**src/inc/timer_irq_map.svh**
```systemverilog
`ifndef TIMER_IRQ_MAP_SVH
`define TIMER_IRQ_MAP_SVH

// Register offsets on the plain register port
`define OFS_EN1      3'h0
`define OFS_FLG1     3'h1
`define OFS_EN2      3'h2
`define OFS_FLG2     3'h3
`define OFS_CTL      3'h4
`define OFS_CNT_HI   3'h5
`define OFS_CNT_LO   3'h6

// Reset values
`define RST_BYTE     8'h00
`define RST_CNT      16'h0000
`define CNT_ALL_ONES 16'hffff

// First flag/enable register bit positions
`define B1_CMP1      7
`define B1_CMP2      6
`define B1_CMP3      5
`define B1_CMP4      4
`define B1_SHARED    3
`define B1_CAP1      2
`define B1_CAP2      1
`define B1_CAP3      0

// Second flag/enable register bit positions
`define B2_WRAP      7
`define B2_TICK      6
`define B2_ROLL      5
`define B2_EDGE      4
`define B2_HI        7
`define B2_LO        4
`define B2_PR_HI     1
`define B2_PR_LO     0

// Control register bit positions
`define BC_SHARED    2
`define BC_RATE_HI   1
`define BC_RATE_LO   0

// Prescaler write window in bus cycles
`define PR_WINDOW    7'd64
`define PR_WIN_ONE   7'd1

// Divider tap lengths (low bits that must be all ones)
`define TICK_BASE    5'd13
`define PRE_LEN_1    3'd0
`define PRE_LEN_4    3'd2
`define PRE_LEN_8    3'd3
`define PRE_LEN_16   3'd4

`endif

```
**src/inc/timer_irq_pkg.sv**
```systemverilog
package timer_irq_pkg;

    // Prescaler select write window
    typedef enum logic [1:0] {
        PR_OPEN   = 2'b00,
        PR_LOCKED = 2'b01
    } pr_state_t;

    typedef logic [7:0] byte_t;

endpackage

```
**src/rtl/flag_bank.sv**
```systemverilog
`timescale 1ns/1ps

// Sticky event flags, write one to clear, set beats clear
module flag_bank #(
    parameter int WIDTH = 8
) (
    input  wire logic             clk,
    input  wire logic             srst,
    input  wire logic [WIDTH-1:0] set,
    input  wire logic [WIDTH-1:0] clear,
    output logic      [WIDTH-1:0] flags
);
    logic [WIDTH-1:0] next_flags;   // Next flag state

    // Set has priority so no event is lost
    always_comb begin
        next_flags = (flags & ~clear) | set;
    end

    // Register only
    always_ff @(posedge clk) begin
        if (srst) begin
            flags <= '0;
        end else begin
            flags <= next_flags;
        end
    end
endmodule

```
**src/rtl/tap_divider.sv**
```systemverilog
`timescale 1ns/1ps

// Free-running binary divider, pulse when low taps are all ones
module tap_divider #(
    parameter int WIDTH = 16,
    parameter int LW    = 5
) (
    input  wire logic          clk,
    input  wire logic          srst,
    input  wire logic [LW-1:0] len,
    output logic               tick
);
    logic [WIDTH-1:0] cnt;        // Free count, only reset stops it
    logic [WIDTH-1:0] next_cnt;   // Next count
    logic [WIDTH-1:0] mask;       // Taps selected by len
    logic             next_tick;  // Next pulse

    // Period is 2**len, spaced from the previous pulse
    always_comb begin
        next_cnt  = cnt + 1'b1;
        mask      = ~({WIDTH{1'b1}} << len);
        next_tick = ((cnt & mask) == mask);
    end

    // Register only
    always_ff @(posedge clk) begin
        if (srst) begin
            cnt  <= '0;
            tick <= 1'b0;
        end else begin
            cnt  <= next_cnt;
            tick <= next_tick;
        end
    end
endmodule

```
**src/rtl/timer_irq_top.sv**
```systemverilog
// Decided for this implementation: the placing of the registers and strobed register access.
`timescale 1ns/1ps
`include "timer_irq_map.svh"

// Behaviour
// - Compare flag plus enable requests interrupt
// - Capture flag plus enable requests interrupt
// - Shared enable follows channel select
// - First enables gate same-position flags
// - Writing one clears flag, zero keeps
// - Counter equal compare value sets flag
// - Shared flag set by selected function
// - Capture edge sets capture flag
// - Counter wrap to zero sets flag
// - Wrap enable gates wrap interrupt
// - Unimplemented bits read zero, except control bits 7..3, which read back as written
// - Prescaler writable once, first 64 cycles, normal mode only
// - Prescaler divides by 1, 4, 8, 16
// - Tick period E over 2^13..2^16
// - Tick divider independent of prescaler
// - Tick divider runs free, reset only
// - Interval timed from previous timeout
// - Timeout sets tick flag, maybe interrupt
// - First tick after one full interval
// - Write bit 6 clears tick flag
// - High enable nibble gates second flags
// - Select zero compare-5, one capture-4
// - Accumulator rollover sets flag, bit 5
// - Accumulator edge sets flag, bit 4
module timer_irq_top (
    input  wire logic        clk,
    input  wire logic        srst,
    input  wire logic [2:0]  addr,
    input  wire logic [7:0]  wdata,
    input  wire logic        wr,
    input  wire logic        rd,
    output logic      [7:0]  rdata,
    input  wire logic        normal_mode,
    input  wire logic [15:0] compare_value_1,
    input  wire logic [15:0] compare_value_2,
    input  wire logic [15:0] compare_value_3,
    input  wire logic [15:0] compare_value_4,
    input  wire logic [15:0] compare_value_5,
    input  wire logic [2:0]  capture_edge,
    input  wire logic        capture_channel_four,
    input  wire logic        accum_rollover,
    input  wire logic        accum_edge,
    output logic      [15:0] free_running_counter,
    output logic             irq
);
    // Software-visible state
    timer_irq_pkg::byte_t      en1;        // Capture/compare enables
    timer_irq_pkg::byte_t      en2;        // Wrap/tick/accum enables, divider
    timer_irq_pkg::byte_t      ctl;        // Shared channel select and tick rate
    timer_irq_pkg::byte_t      next_en1;   // Next first enables
    timer_irq_pkg::byte_t      next_en2;   // Next second enables
    timer_irq_pkg::byte_t      next_ctl;   // Next control
    logic [7:0]                flags1;     // First flag register
    logic [3:0]                flags2;     // Implemented second flags
    logic [7:0]                set1;       // Flag set events
    logic [3:0]                set2;       // Flag set events
    logic [7:0]                clr1;       // Write-one clears
    logic [3:0]                clr2;       // Write-one clears

    // Prescaler window
    timer_irq_pkg::pr_state_t  pr_state;   // Window state
    timer_irq_pkg::pr_state_t  next_pr_state;
    logic [6:0]                win_cnt;    // Cycles since reset, held once locked
    logic [6:0]                next_win_cnt;
    logic                      pr_ok;      // Divider write allowed now

    // Counting
    logic [15:0]               next_counter;
    logic                      count_en;   // Prescaled count pulse
    logic                      moved;      // Counter changed last cycle
    logic                      next_moved;
    logic [2:0]                pre_len;    // Prescaler tap length
    logic [4:0]                tick_len;   // Tick tap length
    logic                      tick;       // Periodic timeout pulse
    logic [4:0]                hit;        // Compare matches, ch 1..5
    logic [15:0]               cmp [5];    // Compare values by index

    // Bus and request
    logic [7:0]                next_rdata;
    logic                      next_irq;
    logic                      wr1;        // First flag write
    logic                      wr2;        // Second flag write
    logic                      shared_sel; // One = capture-4

    assign shared_sel = ctl[`BC_SHARED];
    assign wr1        = wr && (addr == `OFS_FLG1);
    assign wr2        = wr && (addr == `OFS_FLG2);
    assign cmp[0]     = compare_value_1;
    assign cmp[1]     = compare_value_2;
    assign cmp[2]     = compare_value_3;
    assign cmp[3]     = compare_value_4;
    assign cmp[4]     = compare_value_5;

    // Counter prescaler, its own divider from clk
    always_comb begin
        case (en2[`B2_PR_HI:`B2_PR_LO])
            2'h0:    pre_len = `PRE_LEN_1;   // tap
            2'h1:    pre_len = `PRE_LEN_4;
            2'h2:    pre_len = `PRE_LEN_8;
            2'h3:    pre_len = `PRE_LEN_16;
            default: pre_len = `PRE_LEN_1;
        endcase
    end

    tap_divider #(
        .WIDTH (4),
        .LW    (3)
    ) u_prescale (
        .clk  (clk),
        .srst (srst),
        .len  (pre_len),
        .tick (count_en)
    );

    // Tick divider never sees the prescaler, only clk, reset and the ctl rate bits
    assign tick_len = `TICK_BASE + {3'h0, ctl[`BC_RATE_HI:`BC_RATE_LO]};

    tap_divider #(
        .WIDTH (16),
        .LW    (5)
    ) u_tick (
        .clk  (clk),
        .srst (srst),
        .len  (tick_len),
        .tick (tick)
    );

    // Counter next value and change marker
    always_comb begin
        next_counter = free_running_counter;
        if (count_en) begin
            next_counter = free_running_counter + 1'b1;
        end
        next_moved = count_en;
    end

    // Counter registers
    always_ff @(posedge clk) begin
        if (srst) begin
            free_running_counter <= `RST_CNT;
            moved                <= 1'b0;
        end else begin
            free_running_counter <= next_counter;
            moved                <= next_moved;
        end
    end

    // Compare once per new count so a match sets a flag once
    always_comb begin
        for (int i = 0; i < 5; i++) begin
            hit[i] = moved && (free_running_counter == cmp[i]);
        end
    end

    // Flag set sources; shared bit obeys the select
    always_comb begin
        set1                = '0;
        set1[`B1_CMP1]      = hit[0];
        set1[`B1_CMP2]      = hit[1];
        set1[`B1_CMP3]      = hit[2];
        set1[`B1_CMP4]      = hit[3];
        set1[`B1_CAP1]      = capture_edge[0];
        set1[`B1_CAP2]      = capture_edge[1];
        set1[`B1_CAP3]      = capture_edge[2];
        if (shared_sel) begin
            set1[`B1_SHARED] = capture_channel_four;
        end else begin
            set1[`B1_SHARED] = hit[4];
        end
        set2                = '0;
        set2[`B2_WRAP-`B2_LO] = count_en && (free_running_counter == `CNT_ALL_ONES);
        set2[`B2_TICK-`B2_LO] = tick;
        set2[`B2_ROLL-`B2_LO] = accum_rollover;
        set2[`B2_EDGE-`B2_LO] = accum_edge;
    end

    // Write-one clears, only on the matching offset
    always_comb begin
        clr1 = wr1 ? wdata : '0;
        clr2 = wr2 ? wdata[`B2_HI:`B2_LO] : '0;
    end

    flag_bank #(
        .WIDTH (8)
    ) u_flags1 (
        .clk   (clk),
        .srst  (srst),
        .set   (set1),
        .clear (clr1),
        .flags (flags1)
    );

    flag_bank #(
        .WIDTH (4)
    ) u_flags2 (
        .clk   (clk),
        .srst  (srst),
        .set   (set2),
        .clear (clr2),
        .flags (flags2)
    );

    // Divider select window; special modes leave it open
    always_comb begin
        next_pr_state = pr_state;
        next_win_cnt  = win_cnt;
        pr_ok         = 1'b0;
        case (pr_state)
            timer_irq_pkg::PR_OPEN: begin
                pr_ok        = 1'b1;
                next_win_cnt = win_cnt + `PR_WIN_ONE;
                // Closes on the first write or after the window
                if ((wr && addr == `OFS_EN2) ||
                    (win_cnt == `PR_WINDOW - `PR_WIN_ONE)) begin
                    next_pr_state = timer_irq_pkg::PR_LOCKED;
                end
            end
            timer_irq_pkg::PR_LOCKED: begin
                pr_ok = 1'b0;
            end
            default: begin
                next_pr_state = timer_irq_pkg::PR_LOCKED;
            end
        endcase
        if (!normal_mode) begin
            pr_ok = 1'b1;
        end
    end

    // Window registers
    always_ff @(posedge clk) begin
        if (srst) begin
            pr_state <= timer_irq_pkg::PR_OPEN;
            win_cnt  <= '0;
        end else begin
            pr_state <= next_pr_state;
            win_cnt  <= next_win_cnt;
        end
    end

    // Software register writes
    always_comb begin
        next_en1 = en1;
        next_en2 = en2;
        next_ctl = ctl;
        if (wr && addr == `OFS_EN1) begin
            next_en1 = wdata;
        end
        if (wr && addr == `OFS_EN2) begin
            next_en2[`B2_HI:`B2_LO] = wdata[`B2_HI:`B2_LO];
            if (pr_ok) begin
                next_en2[`B2_PR_HI:`B2_PR_LO] = wdata[`B2_PR_HI:`B2_PR_LO];
            end
        end
        if (wr && addr == `OFS_CTL) begin
            next_ctl = wdata;
        end
    end

    // Control registers
    always_ff @(posedge clk) begin
        if (srst) begin
            en1 <= `RST_BYTE;
            en2 <= `RST_BYTE;
            ctl <= `RST_BYTE;
        end else begin
            en1 <= next_en1;
            en2 <= next_en2;
            ctl <= next_ctl;
        end
    end

    // Read mux; data stands only in the cycle after the strobe
    always_comb begin
        next_rdata = '0;
        if (rd) begin
            case (addr)
                `OFS_EN1:    next_rdata = en1;
                `OFS_FLG1:   next_rdata = flags1;
                `OFS_EN2:    next_rdata = {en2[`B2_HI:`B2_LO], 2'b00,
                                           en2[`B2_PR_HI:`B2_PR_LO]};
                `OFS_FLG2:   next_rdata = {flags2, 4'h0};
                `OFS_CTL:    next_rdata = ctl;
                `OFS_CNT_HI: next_rdata = free_running_counter[15:8];
                `OFS_CNT_LO: next_rdata = free_running_counter[7:0];
                default:     next_rdata = '0;
            endcase
        end
    end

    // Request is the OR of every gated flag
    always_comb begin
        next_irq = |(flags1 & en1) ||
                   |(flags2 & en2[`B2_HI:`B2_LO]);
    end

    // Output registers
    always_ff @(posedge clk) begin
        if (srst) begin
            rdata <= `RST_BYTE;
            irq   <= 1'b0;
        end else begin
            rdata <= next_rdata;
            irq   <= next_irq;
        end
    end
endmodule

```
**config.mk**
```make
export PLATFORM = sky130hd
export DESIGN_NAME = timer_irq_top
export DESIGN_NICKNAME = d
export VERILOG_FILES = /design/src/inc/timer_irq_pkg.sv /design/src/rtl/flag_bank.sv /design/src/rtl/tap_divider.sv /design/src/rtl/timer_irq_top.sv
export VERILOG_INCLUDE_DIRS = /design/src /design/src/inc
export SDC_FILE = /design/constraint.sdc
export NUM_CORES = 1
export LEC_CHECK = 0
export BUFFER_PORTS_ARGS = -buffer_cell sky130_fd_sc_hd__buf_2
export CORE_MARGIN = 4
export CORE_UTILIZATION = 50
export DETAILED_ROUTE_END_ITERATION = 12
export PLACE_DENSITY = 0.76
export REMOVE_ABC_BUFFERS = 1
export SETUP_SLACK_MARGIN = 0.2
export SYNTH_ARGS = -nofsm -noshare
export SYNTH_HDL_FRONTEND = slang
export SYNTH_SLANG_ARGS = --single-unit
```
**constraint.sdc**
```tcl
create_clock -name clk -period 2.8 [get_ports clk]
set_input_delay 0 -clock clk [delete_from_list [all_inputs] [get_ports clk]]
set_output_delay 0 -clock clk [all_outputs]
set_load 0.02 [all_outputs]
```
==> results_dict.tcl, run 1 <==
set metrics [dict create \
    max_slew_margin 0.523 \
    gp_congestion 0.906 \
    fin_tns_setup_ps 0 \
    critical_path_required_ps 3100 \
    yosysSeqAreaShare 0.368 \
    fin_crit_sh 0.823 \
    hold_viol 0 \
    avgViaCountPerCell 5.63 \
    critical_path.most_common_cell "dlygate4sd3_1" \
    initial_utilization 0.522 \
    crit_slowest_cell "dfxtp_1" \
    grt_overflow_total 0 \
    core_um2 9370 \
    syn-instance-count 560 \
    rsz0062_at_grt "no" \
    crit_fanout 12 \
    grtUsageTotal 0.256 \
    ctsLongestPathBuffers 2 \
    cp-start-kind "flop" \
    synth-edff-count 0 \
    die_w_um 107 \
    vdd.ir_drop.worst_mv 0.330 \
    endpoint_kind "flop" \
    grt_pass1_vias 4609 \
    crit_buf_inv 2 \
    ant_nets 0 \
    crit_path_max_incr_delay_ps 760 \
    dp.cells 786 \
    tritoncts "built" \
    nets 800 \
    crit_family "buffers and inverters" \
    worst_hold_slack_ps 77.9 \
    synth_seq_cells 90 \
    fin_cells 827 \
    powerDensity_nw_per_um2 454 \
    fin_crit_ps 2310 \
    cts_htree_levels 3 \
    numCtsBuffers 9 \
    hold_path.class "in -> reg" \
    totalWireLength_um 14600 \
    ys.flop_type "dfxtp_1" \
    path_clk_slew_ps 100 \
    grt_antenna_before_repair 0 \
    vias 4652 \
    synth_area_per_cell_um2 8.74 \
    drtIter0Drc 213 \
    dp_hpwl_um 10600 \
    cp.arrival_ps 2610 \
    clkLatencyLatePin_ps 360 \
    p_leak_nw 2.63 \
    slew_viol_final 0 \
    cts_sinks 90 \
    portBuffers 126 \
    fin_skew_ps 15.5 \
    first_pass_iters 5 \
    dieArea_um2 11400 \
    synth_cell_types 51 \
    diodes 0 \
    synth_warnings 0 \
    grt_pass1_wl_um 23100 \
    async_flop_share 0 \
    num_rows 35 \
    area_growth_pct 24.3 \
    status "finished, final reports clean" \
    critPathKind "reg -> reg" \
    synth.cell_area_um2 4890 \
    setup_viol_count_final 0 \
    clock.fmax_mhz 434 \
    final_core_util 0.649 \
    die_h_um 107 \
    wl_per_cell_um 17.7 \
    cp_cell_sequence "xnor2_1 > nand3_1 > dlygate4sd3_1 > o22ai_1 > dlygate4sd3_1" \
    tightest_slew_ps 715 \
    drive_gt1_frac 0.235 \
    grt_start_max_net_pins 34 \
    cap_viol_max_count 0 \
    io_pins 127 \
    cts-root-buf "clkbuf_8" \
    drc_errors 0 \
]
## worst reg2reg max path, cell delays in order, from the launching register on
cell and delay [ps]:
dfxtp_1 760, xnor2_1 190, nand3_1 80, dlygate4sd3_1 550, o22ai_1 120, dlygate4sd3_1 550
## power by group
group          switching (mW)  internal [mW]  total, mW
combinational           0.172          0.169      0.341
clock                   0.455          0.620       1.08
sequential             0.0371           1.31       1.35
total                   0.664           2.10       2.76
## per-layer routing
| metal | vias up | part of all wire | track usage |
|---|---|---|---|
| li1 | 2209 | - | - |
| met2 | 205 | 0.50 | 0.431 |
| met1 | 2217 | 0.41 | 0.326 |
| met3 | 21 | 0.076 | 0.0536 |
| met4 | 0 | 0.017 | 0.0886 |
| met5 | - | 0 | 0 |
## repair_timing
action	in CTS	in global routing
gates resized for setup	0	0
setup buffers	0	0
endpoints found under the hold margin	29	0
hold buffers	25	0
## layout make-up
cell class | count | area, um^2
Clock buffer | 12 | 145
Clock inverter | 4 | 98.8
Fill cell | 831 | 3290
Inverter | 3 | 11.3
Multi-Input combinational cell | 429 | 2920
Sequential cell | 90 | 1800
Tap cell | 129 | 161
Timing Repair Buffer | 160 | 948
## stage by stage
stage	setup WS, ps	power, mW	area, um^2
after CTS	524	2.77	6090
after floorplan	1020	1.51	4730
final	495	2.76	6090
after detailed placement	929	1.69	5590
after global placement	994	1.68	5590
after global routing	420	2.87	6090
## sequential cells by signal (all words and copies together) (netlist names)
register / flops
en2: 6
u_tick.cnt: 16
irq: 1
moved: 1
u_prescale.tick: 1
u_flags1.flags: 8
rdata: 8
u_flags2.flags: 4
u_tick.tick: 1
win_cnt: 7
ctl: 8
u_prescale.cnt: 4
pr_state: 1
free_running_counter: 16
en1: 8
## cells in the mapped netlist (8+ instances only)
cell type | n | share of area
nor2b_1 | 8 | 0.010
nand3_1 | 20 | 0.020
nor2_1 | 58 | 0.044
xor2_1 | 95 | 0.17
nand4_1 | 11 | 0.014
buf_2 | 16 | 0.016
dfxtp_1 | 90 | 0.37
nand2_1 | 48 | 0.037
clkbuf_1 | 20 | 0.015
xnor2_1 | 13 | 0.023
mux2i_1 | 24 | 0.049
a21oi_1 | 29 | 0.030
nor4_1 | 16 | 0.020
## worst paths after layout
kind	start	slack (ps)	to	depth (start not counted)
max	free_running_counter[8]	490	u_flags1.flags[3]	5
min	srst	80	free_running_counter[6]	2
max reg2reg	free_running_counter[8]	490	u_flags1.flags[3]	5
min reg2reg	u_tick.tick	460	u_flags2.flags[2]	2
## placed cells by master (no fill, tap or decap), types with 3 or more instances in the layout
cell type and n:
dfxtp_1 90, mux4_2 3, a221oi_1 4, xnor2_1 13, clkbuf_8 10, a2bb2oi_1 3
nand2b_1 4, inv_1 3, bufinv_16 3, o21ai_0 7, nand4_1 11, and3_1 4
a22oi_1 3, nand3_1 20, mux2i_1 24, nor2b_1 8, o31ai_1 7, mux2_2 4
nand2_1 48, dlygate4sd3_1 25, a22o_1 4, a21oi_1 29, or4_1 3, buf_4 9
xor2_1 95, nor3_1 7, nor2_1 58, ha_1 5, or3_1 7, o2bb2ai_1 3
nor4_1 16, nand3b_1 7, buf_2 126, and4_1 4
## cells by family (layout without fill, tap and decap cells)
| group | after synthesis | in the layout | synth area share |
|---|---|---|---|
| adders and majority gates | 5 | 5 | 0.0128 |
| buffers and inverters | 41 | 179 | 0.0355 |
| and+or+nand+nor | 215 | 215 | 0.225 |
| xor gates and xnor gates | 108 | 108 | 0.193 |
| AOI/OAI and AO/OA | 70 | 70 | 0.0928 |
| DFF | 90 | 90 | 0.368 |
| muxes | 31 | 31 | 0.0721 |
Note: power is estimated with default switching activity, not from simulation.
==> inputs of run 2 (changes only) <==
--- a/config.mk
+++ b/config.mk
@@ -8,7 +8,7 @@
 export LEC_CHECK = 0
 export BUFFER_PORTS_ARGS = -buffer_cell sky130_fd_sc_hd__buf_2
 export CORE_MARGIN = 4
-export CORE_UTILIZATION = 50
+export CORE_UTILIZATION = 48
 export DETAILED_ROUTE_END_ITERATION = 12
 export PLACE_DENSITY = 0.76
 export REMOVE_ABC_BUFFERS = 1
==> constraint.sdc (replaced) <==
create_clock -name clk -period 1.85 [get_ports clk]
set_input_delay 0 -clock clk [delete_from_list [all_inputs] [get_ports clk]]
set_output_delay 0 -clock clk [all_outputs]
set_load 0.02 [all_outputs]
==> run 2 against run 1 <==
Compared with the run above: first-iteration DRC count is 22% higher; wire length hardly changed; final cell count is 2.9% higher; core utilization is 1.6 points lower; critical path type unchanged; critical endpoint is now u_tick.cnt[15]; largest cell class unchanged; largest power group unchanged.
==> results_dict.tcl, run 2 (synthesized netlist as in run 1, its figures left out) <==
set metrics [dict create \
    vias 4694 \
    diodes 0 \
    numCtsBuffers 9 \
    core_um2 9860 \
    p_sw_mw 0.988 \
    cts_setup_buffers 0 \
    avgViaCountPerCell 5.52 \
    gp_congestion 0.950 \
    cts_sinks 90 \
    path_clk_slew_ps 90 \
    startpoint "u_tick.cnt[2]" \
    totalWireLength_um 14700 \
    hp-start "compare_value_2[4]" \
    critical_path_required_ps 2150 \
    total_power_mw 4.07 \
    slew_viol_final 0 \
    pwr-share-comb 0.134 \
    max_slew_margin 0.646 \
    cts_htree_levels 3 \
    grt_start_max_net_pins 42 \
    hold_path.class "in -> reg" \
    cts-root-buf "clkbuf_8" \
    vdd.ir_drop.worst_mv 0.527 \
    io_pins 127 \
    drive_gt1_frac 0.272 \
    cap_viol_max_count 0 \
    die_h_um 109 \
    mostFrequentLayoutCells "buf_2 (126), xor2_1 (95), dfxtp_1 (82)" \
    clkLatencyLatePin_ps 360 \
    grt_antenna_before_repair 0 \
    final_core_util 0.633 \
    r2r_start "u_tick.cnt[2]" \
    fin_skew_ps 9.58 \
    nets 821 \
    crit_fanout 5 \
    grt_pass1_wl_um 22600 \
    cp.arrival_ps 1900 \
    clock.fmax_mhz 626 \
    fin_crit_ps 1600 \
    powerDensity_nw_per_um2 652 \
    tightest_slew_ps 530 \
    cp-start-kind "flop" \
    fin_crit_sh 0.864 \
    grtUsageTotal 0.243 \
    initial_utilization 0.496 \
    p_seq_frac 0.498 \
    fin_tns_setup_ps 0 \
    die_w_um 109 \
    grt_pass1_vias 4672 \
    largestRegisters "free_running_counter: 16 flops, u_tick.cnt: 16 flops" \
    critPathKind "reg -> reg" \
    ant_nets 0 \
    setup_viol_count_final 0 \
    endpoint_kind "flop" \
    dieArea_um2 11900 \
    drtIter0Drc 260 \
    final_common_cell "buf_2" \
    p_leak_nw 2.74 \
    first_pass_iters 4 \
    swShare 0.242 \
    power.internal_mw 3.09 \
    area_growth_pct 27.6 \
    fin_area_um2 6250 \
    drc_errors 0 \
    num_rows 36 \
    grt_overflow_total 0 \
    hold_viol 0 \
    place_area_um2 5750 \
    pwr-share-clk 0.368 \
    dp_hpwl_um 10700 \
    status "finished, final reports clean" \
    wl_per_cell_um 17.2 \
    worst_hold_slack_ps 23.1 \
    tritoncts "built" \
    portBuffers 126 \
    ctsLongestPathBuffers 2 \
    rsz0062_at_grt "yes" \
]
==> run 2: changes by cell type in the layout (fill, tap and decap cells not counted), sizes merged <==
cell | before | now
buf | 135 | 156
bufinv | 3 | 2
clkbuf | 12 | 13
clkinv | 1 | 0
==> run 2: timing repair <==
action / in CTS / in global routing
resized for setup: 1 / 10
setup endpoints to repair: 1 / 11
pin swaps: 0 / 0
hold endpoints to repair: 33 / 0
hold buffers: 25 / 0
==> run 2: cell type report <==
cell class	instances	area, um^2
Multi-Input combinational cell	429	2930
Clock inverter	2	60.1
Timing Repair Buffer	181	1110
Clock buffer	13	159
Sequential cell	90	1810
Fill cell	794	3620
Inverter	3	11.3
Tap cell	133	166
==> run 2: routing by layer <==
layer | vias to the layer above | share of wire | track usage
met5 | - | 0 | 0
met3 | 36 | 0.069 | 0.0539
li1 | 2243 | - | -
met1 | 2227 | 0.41 | 0.305
met4 | 0 | 0.026 | 0.0911
met2 | 188 | 0.50 | 0.407
==> run 2: path summary, 6_finish.rpt <==
| check | end | slack [ps] | cells past startpoint |
|---|---|---|---|
| worst max-delay path | u_tick.cnt[15] | 250 | 4 |
| worst min register to register | u_flags2.flags[2] | 450 | 2 |
| worst max register to register | u_tick.cnt[15] | 250 | 4 |
| worst min-delay path | u_flags1.flags[6] | 20 | 3 |
==> run 2: power by group through the flow <==
stage / clock network [mW] / logic (mW) / registers [mW]
floorplan: 0 / 0.202 / 2.08
global placement: 0 / 0.478 / 2.07
detailed placement: 0 / 0.495 / 2.07
CTS: 1.53 / 0.540 / 2.03
global route: 1.60 / 0.596 / 2.03
finish: 1.50 / 0.547 / 2.03
==> run 2: stage by stage <==
stage,setup slack [ps],instances
detailed placement,213,811
CTS,203,851
global placement,228,811
floorplan,66.7,522
global route,189,851
finish,252,851
==> run 2: critical path, stage by stage, from the launching register on <==
cell	delay [ps]
dfxtp_2	380
nand3_2	120
or3_4	400
or4_1	500
a21oi_1	140
==> inputs of run 3 (changes only) <==
==> constraint.sdc (replaced) <==
create_clock -name clk -period 1.4 [get_ports clk]
set_input_delay 0 -clock clk [delete_from_list [all_inputs] [get_ports clk]]
set_output_delay 0 -clock clk [all_outputs]
set_load 0.02 [all_outputs]
==> run 3 against run 2 <==
Compared with the run above: highest routed layer unchanged; first-iteration DRC count rose by 27%; critical path depth rose by 1; fmax grew 2.3%; worst hold slack better by 45 ps; sequential share of layout area shrank 3.8 points; critical path type unchanged; clock-buffer cell count decreased by 3; global-route usage up 2.2 points; the run now ends with setup timing left.
==> results_dict.tcl, run 3 (synthesized netlist as in run 1, its figures left out) <==
set metrics [dict create \
    max_slew_margin 0.723 \
    critical_path_required_ps 1660 \
    cp-start-kind "flop" \
    grt_pass1_vias 5044 \
    numCtsBuffers 9 \
    crit_buf_inv 1 \
    met2_usage 0.459 \
    final_common_cell "buf_2" \
    cap_viol_max_count 0 \
    fin_cells 926 \
    num_rows 36 \
    vias 5198 \
    initial_utilization 0.496 \
    gp_congestion 0.899 \
    fin_area_um2 7380 \
    slew_viol_final 0 \
    area_growth_pct 50.7 \
    layout_setup_ws_ps -162 \
    io_pins 127 \
    core_um2 9860 \
    ant_nets 0 \
    cts_sinks 90 \
    first_pass_iters 5 \
    grt_start_max_net_pins 52 \
    ctsLongestPathBuffers 2 \
    multi_input_area_um2 3270 \
    dp.cells 850 \
    critPathKind "reg -> reg" \
    clock.fmax_mhz 640 \
    hold_viol 0 \
    rsz0062_at_grt "yes" \
    die_h_um 109 \
    dieArea_um2 11900 \
    avgViaCountPerCell 5.61 \
    final_core_util 0.748 \
    use_met1 0.318 \
    fin_skew_ps 14.3 \
    tritoncts "built" \
    totalWireLength_um 17900 \
    p_leak_nw 3.24 \
    crit_family "simple AND/OR/NAND/NOR gates" \
    crit_path_max_incr_delay_ps 380 \
    fin_crit_sh 1.12 \
    place_ws_ps -140 \
    top_usage_layer "met2" \
    regArea_um2 1860 \
    grt_antenna_before_repair 0 \
    tightest_slew_ps 410 \
    dp_hpwl_um 11100 \
    grt_overflow_total 0 \
    setup_viol_count_final 12 \
    fin_tns_setup_ps -922 \
    mostFrequentLayoutCells "buf_2 (126), xor2_1 (87), buf_4 (71)" \
    largestRegisters "free_running_counter: 16 flops, u_tick.cnt: 16 flops" \
    drive_gt1_frac 0.438 \
    cts-root-buf "clkbuf_8" \
    portBuffers 126 \
    worst_hold_slack_ps 68.0 \
    hold_path.class "in -> reg" \
    clkLatencyLatePin_ps 360 \
    drtIter0Drc 331 \
    vdd.ir_drop.worst_mv 0.515 \
    nets 895 \
    grt_pass1_wl_um 24500 \
    fin_crit_ps 1560 \
    powerDensity_nw_per_um2 732 \
    crit_slowest_cell "dfxtp_4" \
    drc_errors 0 \
    cts_htree_levels 3 \
    status "complete, but fails checks" \
    path_clk_slew_ps 100 \
    grtUsageMet3 0.0634 \
    grtUsageTotal 0.265 \
    diodes 0 \
    endpoint_kind "flop" \
    fillers 635 \
    cp.arrival_ps 1830 \
    violations "setup timing" \
    crit_fanout 4 \
    die_w_um 109 \
    cp_cell_sequence "buf_6 > xor2_1 > nor4_1 > nand4_1 > o31ai_1" \
    wl_per_cell_um 19.4 \
    total_power_mw 5.40 \
    place_area_um2 6110 \
]
run 3: what timing repair did:
action	4_1_cts	5_1_grt
buffers inserted	19	21
gates resized for setup	82	62
hold buffers	20	0
endpoints found under the setup margin	39	43
pin swaps	50	50
hold endpoints to repair	33	0
run 3: path summary, 6_finish.rpt:
| path | startpoint | endpoint | slack, ps | depth (start not counted) |
|---|---|---|---|---|
| setup / recovery | free_running_counter[0] | u_flags1.flags[6] | -160 | 5 |
| hold / removal | compare_value_2[4] | u_flags1.flags[6] | 70 | 3 |
| setup reg to reg | free_running_counter[0] | u_flags1.flags[6] | -160 | 5 |
| hold reg to reg | u_tick.tick | u_flags2.flags[2] | 450 | 2 |
run 3: layer usage:
metal	vias up	share of wire
met5	-	0
met2	241	0.51
met4	0	0.033
met1	2507	0.39
li1	2389	-
met3	61	0.070
run 3: power by group:
part | internal, mW | total, mW | switching, mW
clock | 0.874 | 1.85 | 0.973
sequential | 2.61 | 2.68 | 0.0636
combinational | 0.445 | 0.880 | 0.435
run 3: cell type report:
class,count,share of cell area
Sequential cell,90,0.253
Clock inverter,6,0.00899
Inverter,3,0.00153
Clock buffer,10,0.0187
Multi-Input combinational cell,429,0.443
Tap cell,133,0.0226
Timing Repair Buffer,255,0.253
run 3: tightest hold or removal path, delay by kind of cell:
family | cells | cell delay, ps
xor+xnor | 1 | 80
buf+inv | 1 | 80
compound gates | 1 | 220
